### config.mk
export PLATFORM = sky130hd
export DESIGN_NAME = mbst_top
export DESIGN_NICKNAME = d
export VERILOG_FILES = /design/src/common/mbst_pkg.sv /design/src/hdl/mbst_top.sv
export VERILOG_INCLUDE_DIRS = /design/src /design/src/common
export SDC_FILE = /design/constraint.sdc
export NUM_CORES = 1
export LEC_CHECK = 0
export ABC_CLOCK_PERIOD_IN_PS = 4900
export BUFFER_PORTS_ARGS = -buffer_cell sky130_fd_sc_hd__buf_2
export CAP_MARGIN = 25
export CORE_MARGIN = 4
export CORE_UTILIZATION = 59
export DETAILED_ROUTE_END_ITERATION = 10
export MAX_ROUTING_LAYER = met4
export PLACE_DENSITY = 0.92
export SLEW_MARGIN = 20
export SYNTH_ARGS = -nofsm -noshare
export SYNTH_HDL_FRONTEND = slang
export SYNTH_SLANG_ARGS = --single-unit
### constraint.sdc
create_clock -name core_clk -period 4.9 [get_ports core_clk]
set_input_delay 0.245 -clock core_clk [delete_from_list [all_inputs] [get_ports core_clk]]
set_output_delay 0.245 -clock core_clk [all_outputs]
set_load 0.005 [all_outputs]
### src/common/mbst_defines.svh
// constants of the memory bus self-test: bases, patterns, counts, timing
`ifndef MBST_DEFINES_SVH
`define MBST_DEFINES_SVH

// ****************************************
// widths and sizes
// ****************************************
`define MBST_ADDR_W 20
`define MBST_DATA_W 32
`define MBST_SRAM_WORDS 262144
`define MBST_FLASH_WORDS 1048576
`define MBST_WALK_LAST 20'h0_003F
`define MBST_BEAT_LAST 20'h0_0003
`define MBST_EP_LAST 20'h0_0007
`define MBST_SDB_LAST 20'h0_0007
`define MBST_SDRD_LAST 20'h0_0001
`define MBST_HALF_LAST 20'h0_0001

// ****************************************
// test addresses and patterns
// ****************************************
`define MBST_WALK_BASE 20'h0_0100
`define MBST_BURST_BASE 20'h0_0200
`define MBST_HALF_BASE 20'h0_0210
`define MBST_BYTE_BASE 20'h0_0220
`define MBST_SDB_BASE 20'h0_0230
`define MBST_HALF_WORD 32'hC3A5_5A3C
`define MBST_BYTE_WORD 32'h8421_1248
`define MBST_BURST_SEED 32'h6996_F00F
`define MBST_EPROM_SEED 32'h0F1E_2D3C
`define MBST_SDB_SEED 8'h5A

// ****************************************
// timing
// ****************************************
`define MBST_CORE_HZ 250000000
`define MBST_MEM_HZ 66000000
// memory clock divider rounds up so the memory never runs above 66 MHz
`define MBST_MEM_DIV ((`MBST_CORE_HZ + `MBST_MEM_HZ - 1) / `MBST_MEM_HZ)
`define MBST_MEM_HALF (`MBST_MEM_DIV / 2)
`define MBST_SETTLE 2'h3

`endif

### src/common/mbst_pkg.sv
// types of the memory bus self-test
package mbst_pkg;

  // memory access kinds
  typedef enum logic [1:0] {
    op_write = 2'b00,
    op_read = 2'b01,
    op_erase = 2'b10,
    op_init = 2'b11
  } mbst_op_t;

  // memory under test
  typedef enum logic [2:0] {
    tgt_sram_a = 3'b000,
    tgt_sram_b = 3'b001,
    tgt_flash = 3'b010,
    tgt_eprom = 3'b011,
    tgt_sdram = 3'b100
  } mbst_tgt_t;

  // test steps
  typedef enum logic [4:0] {
    st_idle = 5'b00000,
    st_sdinit = 5'b00001,
    st_erase_all = 5'b00010,
    st_addr_wr = 5'b00011,
    st_addr_rd = 5'b00100,
    st_walk_wr = 5'b00101,
    st_walk_rd = 5'b00110,
    st_burst_wr = 5'b00111,
    st_burst_rd = 5'b01000,
    st_half_wr = 5'b01001,
    st_half_rd = 5'b01010,
    st_word_wr = 5'b01011,
    st_byte_rd = 5'b01100,
    st_erase_part = 5'b01101,
    st_lane_wr = 5'b01110,
    st_word_rd = 5'b01111,
    st_ep_word = 5'b10000,
    st_ep_lo = 5'b10001,
    st_ep_hi = 5'b10010,
    st_sdb_wr = 5'b10011,
    st_sdb_rd = 5'b10100,
    st_done = 5'b10101,
    st_fail = 5'b10110,
    st_halt = 5'b10111
  } mbst_step_t;

endpackage : mbst_pkg

### src/hdl/mbst_top.sv
// memory bus self-test sequencer with result lamps
// Operation
// RULE1: both SRAM banks, word, byte, burst
// RULE2: SRAM unique value per address, read back
// RULE3: SRAM walking ones and zeros check
// RULE4: four-beat burst write, four single reads
// RULE5: two half-word writes, one word read
// RULE6: one word write, four byte reads
// RULE7: bank lamps: first pair, second pair
// RULE8: EPROM eight words, low halves, high halves
// RULE9: EPROM reads compared with stored pattern
// RULE10: flash erase all, unique values, read back
// RULE11: flash part erase, four bytes, word read
// RULE12: flash first lamps, EPROM second lamps
// RULE13: SDRAM word, byte and burst transfers
// RULE14: SDRAM initialise, then walking pattern test
// RULE15: SDRAM eight byte writes, two word reads
// RULE16: SDRAM four-beat burst write then read
// RULE17: SDRAM pass first done, fail first fail
// RULE18: SDRAM byte masks keep one half off
// RULE19: lit lamps hold until next reset
// RULE20: done only after all steps; stop on miscompare
`include "mbst_defines.svh"
`timescale 1ns/100ps
`default_nettype none

module mbst_top #(
  parameter int unsigned SRAM_WORDS = `MBST_SRAM_WORDS,
  parameter int unsigned FLASH_WORDS = `MBST_FLASH_WORDS
) (
  // clock and reset
  input wire logic core_clk,
  input wire logic rst,
  // test selection pins
  input wire logic [1:0] test_sel,
  // memory command port
  output logic cmd_valid,
  input wire logic cmd_ready,
  output logic [1:0] cmd_op,
  output logic [2:0] cmd_target,
  output logic [19:0] cmd_addr,
  output logic [31:0] cmd_wdata,
  output logic [3:0] cmd_be,
  output logic cmd_burst,
  output logic cmd_last,
  // memory response port
  input wire logic rsp_valid,
  input wire logic [31:0] rsp_data,
  // memory side
  output logic [7:0] sdram_dqm,
  output logic mem_clk,
  // result lamps
  output logic fail_lamp_a,
  output logic fail_lamp_b,
  output logic done_lamp_a,
  output logic done_lamp_b,
  output logic busy
);

  // ****************************************
  // patterns
  // ****************************************
  function automatic logic [31:0] addr_pat(input logic [19:0] a);
    addr_pat = {~a[11:0], a};
  endfunction : addr_pat

  function automatic logic [31:0] walk_pat(input logic [5:0] i);
    logic [31:0] one;
    one = 32'h0000_0001 << i[4:0];
    walk_pat = i[5] ? ~one : one;
  endfunction : walk_pat

  function automatic logic [7:0] sdb_byte(input logic [2:0] i);
    sdb_byte = `MBST_SDB_SEED ^ {5'h00, i};
  endfunction : sdb_byte

  function automatic logic [31:0] sdb_word(input logic w);
    sdb_word = {sdb_byte({w, 2'b11}), sdb_byte({w, 2'b10}),
                sdb_byte({w, 2'b01}), sdb_byte({w, 2'b00})};
  endfunction : sdb_word

  function automatic logic [3:0] lane(input logic [1:0] i);
    lane = 4'h1 << i;
  endfunction : lane

  // ****************************************
  // state
  // ****************************************
  mbst_pkg::mbst_step_t step_r;
  mbst_pkg::mbst_step_t step_nxt;
  mbst_pkg::mbst_step_t first_step;
  mbst_pkg::mbst_tgt_t tgt_r;
  mbst_pkg::mbst_op_t op;
  logic [19:0] idx_r;
  logic [19:0] last_idx;
  logic wait_r;
  logic [1:0] sel_m1_r;
  logic [1:0] sel_m2_r;
  logic [1:0] sel_m3_r;
  logic [1:0] settle_r;
  logic [1:0] div_r;
  logic is_rd;
  logic check;
  logic burst;
  logic [19:0] addr;
  logic [31:0] wdata;
  logic [31:0] expv;
  logic [3:0] be;
  logic [31:0] mask;
  logic active;
  logic want;
  logic fire;
  logic at_last;
  logic miss;
  logic lamp_b_tgt;
  logic has_succ;

  // ****************************************
  // per-step access decode
  // ****************************************
  always_comb
  begin
    op = mbst_pkg::op_read;
    is_rd = 1'b1;
    check = 1'b1;
    burst = 1'b0;
    addr = idx_r;
    wdata = 32'h0000_0000;
    expv = 32'h0000_0000;
    be = 4'hF;
    last_idx = 20'h0_0000;
    unique case (step_r)
      mbst_pkg::st_sdinit:
      begin
        op = mbst_pkg::op_init; // RULE14
        check = 1'b0;
      end
      mbst_pkg::st_erase_all:
      begin
        op = mbst_pkg::op_erase; // RULE10
        check = 1'b0;
        addr = 20'h0_0000;
      end
      mbst_pkg::st_addr_wr, mbst_pkg::st_addr_rd:
      begin
        op = (step_r == mbst_pkg::st_addr_wr) ? mbst_pkg::op_write : mbst_pkg::op_read;
        wdata = addr_pat(idx_r); // RULE2
        expv = addr_pat(idx_r); // RULE10
        last_idx = (tgt_r == mbst_pkg::tgt_flash) ? 20'(FLASH_WORDS - 1) : 20'(SRAM_WORDS - 1);
      end
      mbst_pkg::st_walk_wr, mbst_pkg::st_walk_rd:
      begin
        op = (step_r == mbst_pkg::st_walk_wr) ? mbst_pkg::op_write : mbst_pkg::op_read;
        addr = `MBST_WALK_BASE + idx_r;
        wdata = walk_pat(idx_r[5:0]); // RULE3
        expv = walk_pat(idx_r[5:0]); // RULE14
        last_idx = `MBST_WALK_LAST;
      end
      mbst_pkg::st_burst_wr, mbst_pkg::st_burst_rd:
      begin
        op = (step_r == mbst_pkg::st_burst_wr) ? mbst_pkg::op_write : mbst_pkg::op_read;
        // sram reads back beat by beat, sdram as one burst
        burst = (step_r == mbst_pkg::st_burst_wr) || (tgt_r == mbst_pkg::tgt_sdram); // RULE4 RULE16
        addr = `MBST_BURST_BASE + idx_r;
        wdata = `MBST_BURST_SEED ^ {30'h0000_0000, idx_r[1:0]};
        expv = wdata;
        last_idx = `MBST_BEAT_LAST;
      end
      mbst_pkg::st_half_wr:
      begin
        op = mbst_pkg::op_write;
        addr = `MBST_HALF_BASE;
        be = idx_r[0] ? 4'hC : 4'h3; // RULE5
        wdata = `MBST_HALF_WORD;
        last_idx = `MBST_HALF_LAST;
      end
      mbst_pkg::st_half_rd:
      begin
        addr = `MBST_HALF_BASE;
        expv = `MBST_HALF_WORD; // RULE5
      end
      mbst_pkg::st_word_wr:
      begin
        op = mbst_pkg::op_write;
        addr = `MBST_BYTE_BASE;
        wdata = `MBST_BYTE_WORD; // RULE6
      end
      mbst_pkg::st_byte_rd:
      begin
        addr = `MBST_BYTE_BASE;
        be = lane(idx_r[1:0]); // RULE6
        expv = `MBST_BYTE_WORD;
        last_idx = `MBST_BEAT_LAST;
      end
      mbst_pkg::st_erase_part:
      begin
        op = mbst_pkg::op_erase; // RULE11
        check = 1'b0;
        addr = `MBST_BYTE_BASE;
      end
      mbst_pkg::st_lane_wr:
      begin
        op = mbst_pkg::op_write;
        addr = `MBST_BYTE_BASE;
        be = lane(idx_r[1:0]); // RULE11
        wdata = `MBST_BYTE_WORD;
        last_idx = `MBST_BEAT_LAST;
      end
      mbst_pkg::st_word_rd:
      begin
        addr = `MBST_BYTE_BASE;
        expv = `MBST_BYTE_WORD; // RULE11
      end
      mbst_pkg::st_ep_word, mbst_pkg::st_ep_lo, mbst_pkg::st_ep_hi:
      begin
        be = (step_r == mbst_pkg::st_ep_lo) ? 4'h3 :
             (step_r == mbst_pkg::st_ep_hi) ? 4'hC : 4'hF; // RULE8
        expv = `MBST_EPROM_SEED ^ {8{1'b0, idx_r[2:0]}}; // RULE9
        last_idx = `MBST_EP_LAST;
      end
      mbst_pkg::st_sdb_wr:
      begin
        op = mbst_pkg::op_write;
        addr = `MBST_SDB_BASE + {19'h0_0000, idx_r[2]};
        be = lane(idx_r[1:0]); // RULE15
        wdata = {4{sdb_byte(idx_r[2:0])}};
        last_idx = `MBST_SDB_LAST;
      end
      mbst_pkg::st_sdb_rd:
      begin
        addr = `MBST_SDB_BASE + {19'h0_0000, idx_r[0]};
        expv = sdb_word(idx_r[0]); // RULE15
        last_idx = `MBST_SDRD_LAST;
      end
      default:
      begin
        check = 1'b0;
      end
    endcase
    if (op == mbst_pkg::op_write)
    begin
      is_rd = 1'b0;
      check = 1'b0;
    end
    mask = {{8{be[3]}}, {8{be[2]}}, {8{be[1]}}, {8{be[0]}}};
  end

  // ****************************************
  // step order per memory
  // ****************************************
  always_comb
  begin
    unique case (tgt_r)
      mbst_pkg::tgt_flash: first_step = mbst_pkg::st_erase_all;
      mbst_pkg::tgt_eprom: first_step = mbst_pkg::st_ep_word;
      mbst_pkg::tgt_sdram: first_step = mbst_pkg::st_sdinit;
      default: first_step = mbst_pkg::st_addr_wr;
    endcase
    step_nxt = mbst_pkg::st_done; // RULE20
    unique case (step_r)
      mbst_pkg::st_sdinit: step_nxt = mbst_pkg::st_walk_wr; // RULE14
      mbst_pkg::st_erase_all: step_nxt = mbst_pkg::st_addr_wr;
      mbst_pkg::st_addr_wr: step_nxt = mbst_pkg::st_addr_rd;
      mbst_pkg::st_addr_rd:
        step_nxt = (tgt_r == mbst_pkg::tgt_flash) ? mbst_pkg::st_erase_part
                                                   : mbst_pkg::st_walk_wr; // RULE3
      mbst_pkg::st_walk_wr: step_nxt = mbst_pkg::st_walk_rd;
      mbst_pkg::st_walk_rd:
        step_nxt = (tgt_r == mbst_pkg::tgt_sdram) ? mbst_pkg::st_sdb_wr
                                                   : mbst_pkg::st_burst_wr;
      mbst_pkg::st_burst_wr: step_nxt = mbst_pkg::st_burst_rd;
      mbst_pkg::st_burst_rd:
        step_nxt = (tgt_r == mbst_pkg::tgt_sdram) ? mbst_pkg::st_done
                                                   : mbst_pkg::st_half_wr;
      mbst_pkg::st_half_wr: step_nxt = mbst_pkg::st_half_rd;
      mbst_pkg::st_half_rd: step_nxt = mbst_pkg::st_word_wr;
      mbst_pkg::st_word_wr: step_nxt = mbst_pkg::st_byte_rd;
      mbst_pkg::st_erase_part: step_nxt = mbst_pkg::st_lane_wr;
      mbst_pkg::st_lane_wr: step_nxt = mbst_pkg::st_word_rd;
      mbst_pkg::st_ep_word: step_nxt = mbst_pkg::st_ep_lo;
      mbst_pkg::st_ep_lo: step_nxt = mbst_pkg::st_ep_hi;
      mbst_pkg::st_sdb_wr: step_nxt = mbst_pkg::st_sdb_rd;
      mbst_pkg::st_sdb_rd: step_nxt = mbst_pkg::st_burst_wr; // RULE16
      default: step_nxt = mbst_pkg::st_done;
    endcase
  end

  // ****************************************
  // handshake terms
  // ****************************************
  assign active = (step_r != mbst_pkg::st_idle) && (step_r != mbst_pkg::st_done) &&
                  (step_r != mbst_pkg::st_fail) && (step_r != mbst_pkg::st_halt);
  assign want = active && !wait_r;
  assign fire = cmd_valid && cmd_ready;
  assign at_last = (idx_r == last_idx);
  assign miss = check && (((rsp_data ^ expv) & mask) != 32'h0000_0000);
  assign lamp_b_tgt = (tgt_r == mbst_pkg::tgt_sram_b) || (tgt_r == mbst_pkg::tgt_eprom);
  assign has_succ = (tgt_r == mbst_pkg::tgt_sram_a) || (tgt_r == mbst_pkg::tgt_flash);

  // ****************************************
  // test select pin synchroniser
  // ****************************************
  // pins are asynchronous; mode taken only once the last two stages agree
  always_ff @(posedge core_clk or posedge rst)
  begin
    if (rst)
    begin
      sel_m1_r <= 2'h0;
      sel_m2_r <= 2'h0;
      sel_m3_r <= 2'h0;
      settle_r <= 2'h0;
    end
    else
    begin
      sel_m1_r <= test_sel;
      sel_m2_r <= sel_m1_r;
      sel_m3_r <= sel_m2_r;
      if (settle_r != `MBST_SETTLE)
        settle_r <= settle_r + 2'h1;
    end
  end

  // ****************************************
  // sequencer
  // ****************************************
  always_ff @(posedge core_clk or posedge rst)
  begin
    if (rst)
    begin
      step_r <= mbst_pkg::st_idle;
      tgt_r <= mbst_pkg::tgt_sram_a;
      idx_r <= 20'h0_0000;
      wait_r <= 1'b0;
    end
    else if (step_r == mbst_pkg::st_idle)
    begin
      if ((settle_r == `MBST_SETTLE) && (sel_m2_r == sel_m3_r))
      begin
        unique case (sel_m3_r)
          2'b00:
          begin
            tgt_r <= mbst_pkg::tgt_sram_a; // RULE1
            step_r <= mbst_pkg::st_addr_wr; // RULE2
          end
          2'b01:
          begin
            tgt_r <= mbst_pkg::tgt_flash;
            step_r <= mbst_pkg::st_erase_all; // RULE10
          end
          2'b10:
          begin
            tgt_r <= mbst_pkg::tgt_sdram; // RULE13
            step_r <= mbst_pkg::st_sdinit; // RULE14
          end
          default: step_r <= mbst_pkg::st_halt;
        endcase
      end
    end
    else if ((step_r == mbst_pkg::st_done) || (step_r == mbst_pkg::st_fail))
    begin
      // a failed memory stops there; its partner still gets tested
      if (has_succ)
      begin
        tgt_r <= (tgt_r == mbst_pkg::tgt_sram_a) ? mbst_pkg::tgt_sram_b
                                                 : mbst_pkg::tgt_eprom;
        step_r <= (tgt_r == mbst_pkg::tgt_sram_a) ? mbst_pkg::st_addr_wr
                                                  : mbst_pkg::st_ep_word;
      end
      else
        step_r <= mbst_pkg::st_halt;
    end
    else if (active && !is_rd)
    begin
      if (fire)
      begin
        idx_r <= at_last ? 20'h0_0000 : idx_r + 20'h0_0001;
        if (at_last)
          step_r <= step_nxt;
      end
    end
    else if (active)
    begin
      if (fire)
        wait_r <= 1'b1;
      if (wait_r && rsp_valid)
      begin
        if (miss)
        begin
          step_r <= mbst_pkg::st_fail; // RULE20
          wait_r <= 1'b0;
          idx_r <= 20'h0_0000;
        end
        else if (at_last)
        begin
          step_r <= step_nxt;
          wait_r <= 1'b0;
          idx_r <= 20'h0_0000;
        end
        else
        begin
          idx_r <= idx_r + 20'h0_0001;
          wait_r <= burst; // RULE16
        end
      end
    end
    else
      step_r <= (step_r == mbst_pkg::st_halt) ? mbst_pkg::st_halt : first_step;
  end

  // ****************************************
  // command registers
  // ****************************************
  // one idle cycle between commands keeps fields and index in step
  always_ff @(posedge core_clk or posedge rst)
  begin
    if (rst)
    begin
      cmd_valid <= 1'b0;
      cmd_op <= 2'h0;
      cmd_target <= 3'h0;
      cmd_addr <= 20'h0_0000;
      cmd_wdata <= 32'h0000_0000;
      cmd_be <= 4'h0;
      cmd_burst <= 1'b0;
      cmd_last <= 1'b0;
      sdram_dqm <= 8'hFF;
    end
    else
    begin
      cmd_valid <= want && !fire;
      cmd_op <= op;
      cmd_target <= tgt_r;
      cmd_addr <= addr;
      cmd_wdata <= wdata;
      cmd_be <= be;
      cmd_burst <= burst;
      cmd_last <= burst ? (is_rd || at_last) : 1'b1;
      // upper sdram half always masked: both halves share one data bus
      sdram_dqm <= (tgt_r == mbst_pkg::tgt_sdram) ? {4'hF, ~be} : 8'hFF; // RULE18
    end
  end

  // ****************************************
  // result lamps
  // ****************************************
  // sticky so an operator can read them long after the run
  always_ff @(posedge core_clk or posedge rst)
  begin
    if (rst)
    begin
      fail_lamp_a <= 1'b0;
      fail_lamp_b <= 1'b0;
      done_lamp_a <= 1'b0;
      done_lamp_b <= 1'b0;
      busy <= 1'b0;
    end
    else
    begin
      if (step_r == mbst_pkg::st_fail)
      begin
        fail_lamp_a <= fail_lamp_a | !lamp_b_tgt; // RULE7 RULE12 RULE17 RULE19
        fail_lamp_b <= fail_lamp_b | lamp_b_tgt; // RULE7 RULE12 RULE19
      end
      if (step_r == mbst_pkg::st_done)
      begin
        done_lamp_a <= done_lamp_a | !lamp_b_tgt; // RULE7 RULE12 RULE17 RULE19
        done_lamp_b <= done_lamp_b | lamp_b_tgt; // RULE7 RULE12 RULE19
      end
      busy <= active;
    end
  end

  // ****************************************
  // memory clock
  // ****************************************
  always_ff @(posedge core_clk or posedge rst)
  begin
    if (rst)
    begin
      div_r <= 2'h0;
      mem_clk <= 1'b0;
    end
    else if (div_r == 2'(`MBST_MEM_HALF - 1))
    begin
      div_r <= 2'h0;
      mem_clk <= ~mem_clk; // RULE1 RULE13
    end
    else
      div_r <= div_r + 2'h1;
  end

endmodule : mbst_top

`default_nettype wire

==> results.cfg <==
[placed_design]
numPortBuffers = 111
post-place-ws_ns = 0.638
gp_congestion = 1.06
hpwl_um = 23000
dpl_cell_area_um2 = 9110

[die]
dieArea_um2 = 16200
die_h_um = 127
pin_count = 116
initial_core_util = 0.603
fp-row-count = 43
die_w_um = 127
coreArea_um2 = 13900

[setup_path]
r2r_start = step_r[3]
rrSetupSlack_ns = 0.42
crit_required_ns = 5.27
path_cells = buf_4, nand4b_1, a21o_1, o221ai_1, xor2_1, nor4_1, nand4_2, a311oi_4, and3_1, mux2_1
setup.worst_path.class = flip-flop to flip-flop
worst_r2r_endpoint = idx_r[0]
reg2regPathDepth = 10
startpoint_type = flip-flop
slowest_stage = dfrtp_1
arrival_ns = 4.85
crit_fanout = 22
cp-end-kind = flip-flop
cp_slowest_stage_delay_ns = 0.86

[synthesis]
avgSynthCellArea_um2 = 8.51
synth_top_area_frac = 0.325
netlist_area_um2 = 8400
ys.flop_type = dfrtp_1
synth-seq-area-share = 0.337
synthTopCellsByArea = dfrtp_1 32%, xnor2_1 4.4%, o21ai_0 3.9%
synth.distinct_cells = 91
async_reset_ff_frac = 1.00
synth_largest_area_cell = dfrtp_1
yosysWarningCount = 0
synth-seq-cells = 113
synthCells = 987
synth-edff-count = 0

[min_path]
hold_depth = 2
hold_path_end = cmd_valid
hold_class = primary input to flip-flop
hp-start = cmd_ready

[sta]
hold_ws_ns = 0.0385
worst_slack_ns = 0.423
max_freq_ghz = 0.223
tns_ns = 0
tightest_slew_ns = 1.06
finalHoldViolations = 0
period_share = 0.914
skew_ns = 0.0114
setup_viol = 0
post-route-min-period_ns = 4.48
rsz0062_at_grt = no
slew_headroom = 0.290
final_max_slew_viol_count = 0

[clock_tree]
clkLatencyLatePin_ns = 0.44
clock_path_buffers = 2
clk_pin_slew_ns = 0.06
clk_root_buffer_cell = clkbuf_16
cts_buffers = 17
h-tree-depth = 4
clock_sinks = 113
post_cts_buffers = 0
cts_tree = yes

[pwr]
ir_drop_uv = 454
p_per_area_nw_per_um2 = 598
total_power_mw = 5.82
power_leakage_nw = 4.20

[finish]
layout-drive-gt1-share = 0.215
antenna_cells = 0
area_growth_pct = 15.9
final_nets = 1121
fin_area_um2 = 9740

[detailed_routing]
vias = 9140
ant_nets = 0
drc = 0
wl_met3_um = 4010
highest_layer = met4
drt_pass1_iterations = 7
wire_per_inst_um = 25.6
met1_length_um = 11800
initialDrtViolationCount = 1592
drt-total-wl_um = 32300
post_drt_via_cell_ratio = 7.24
met2_length_um = 14300

[grt]
antenna_found_initial = 0
grt_overflow = 0
grt_max_degree = 61
grtUsageTotal = 0.407
grt_pass1_vias = 8598
grt_pass1_wl_um = 49300

[flow_run]
maxCapViolations = 0

[outcome]
status = completed
## worst max-delay path by stage
stage	from	endpoint	slack [ns]	cells past startpoint
floorplan	idx_r[1]	idx_r[13]	1.21	13
global placement	step_r[2]	idx_r[12]	0.69	10
detailed placement	step_r[2]	idx_r[12]	0.64	10
CTS	step_r[2]	idx_r[0]	0.64	10
global route	step_r[2]	idx_r[12]	0.32	10
finish	step_r[3]	idx_r[0]	0.42	10
## flip-flops by register name, summed over array words and instances (netlist names), 3 cells and up
signal      cells
tgt_r           3
cmd_wdata      32
cmd_target      3
cmd_be          4
idx_r          20
sdram_dqm       4
step_r          5
cmd_addr       20
## synthesized netlist by cell type, drive strengths merged (5+ instances only)
cell and instances:
o21ai 68, o41ai 7, o2111ai 11, a21o 17, and3 14, a31oi 17
ha 14, nand4b 11, a22oi 6, inv 18, o32a 5, o31a 6
a22o 7, o211ai 20, or4 7, nand2 68, nor4 12, or2 9
a21oi 55, and2 5, xnor2 43, nor2b 14, mux2i 8, nor2 67
o31ai 6, nor3 19, or3 16, clkbuf 48, o22ai 14, a211oi 9
nand2b 14, nand3 43, nand4 12, nor4bb 11, nor3b 10, nand3b 11
dfrtp 109, nor4b 9, mux2 5, or3b 7, o221ai 8, buf 49
xor2 7
## stage by stage
| stage | utilization | std cells |
|---|---|---|
| 6_report | 0.699 | 1262 |
| 5_1_grt | 0.699 | 1262 |
| 4_1_cts | 0.699 | 1262 |
| 3_5_place_dp | 0.654 | 1227 |
| 3_3_place_gp | 0.654 | 1227 |
| 2_1_floorplan | - | 990 |
## cells by family after synthesis
family | after synthesis | share of synthesized area
and+or+nand+nor | 370 | 0.252
AOI/OAI and AO/OA | 307 | 0.258
buffers and inverters | 119 | 0.0615
DFF | 113 | 0.337
xor gates and xnor gates | 50 | 0.0543
adders and majority gates | 14 | 0.0208
muxes | 13 | 0.0162
other | 1 | 0.000446
## cell usage in the layout (no fill, tap or decap), types with 8 or more instances in the layout
| cell | instances |
|---|---|
| nor4b_1 | 8 |
| a31oi_1 | 17 |
| a21oi_1 | 55 |
| o221ai_1 | 8 |
| inv_1 | 16 |
| buf_4 | 41 |
| xnor2_1 | 42 |
| a21o_1 | 17 |
| and3_1 | 14 |
| nor3_1 | 17 |
| nand3_1 | 43 |
| o2111ai_1 | 11 |
| mux2i_1 | 8 |
| or3_1 | 16 |
| clkbuf_16 | 17 |
| o211ai_1 | 20 |
| ha_1 | 14 |
| buf_2 | 111 |
| dfrtp_1 | 109 |
| nor2b_1 | 14 |
| nor3b_1 | 9 |
| nor4bb_1 | 11 |
| a211oi_1 | 9 |
| or2_2 | 9 |
| nand4b_1 | 11 |
| nand2_1 | 67 |
| nand4_1 | 11 |
| o22ai_1 | 14 |
| nand2b_1 | 14 |
| o21ai_0 | 65 |
| nand3b_1 | 11 |
| nor4_1 | 12 |
| nor2_1 | 67 |
## cell type report
class	instances	area [µm²]
multi-input combinational	758	5060
tap	180	225
timing repair buffer	157	933
inverter	22	85.1
clock inverter	11	128
fill	1084	4200
clock buffer	21	470
sequential	113	2830
## per-layer routing
metal | up-vias | GRT usage
met4 | 0 | 0.224
met5 | - | -
met1 | 4303 | 0.509
li1 | 3856 | -
met3 | 206 | 0.107
met2 | 775 | 0.603
## worst max-delay path: cells and delay by family (launching register included)
family                 cells  cell delay (ns)
AND/OR/NAND/NOR            4             1.32
buffers and inverters      1             0.38
flip-flops                 1             0.86
multiplexers               1             0.19
AO/OA/AOI/OAI              3             1.46
XOR/XNOR                   1             0.20
## timing repair
action                    4_1_cts  5_1_grt
hold buffers                    3        0
hold endpoints to repair       57        0
gates resized for setup         0        0
## power by group
part	total, mW	switching (mW)	internal [mW]
Clock	1.27	0.479	0.791
Sequential	1.38	0.260	1.12
Combinational	3.18	2.04	1.13
Total	5.82	2.78	3.04
Power figures use the tool's default switching activity.
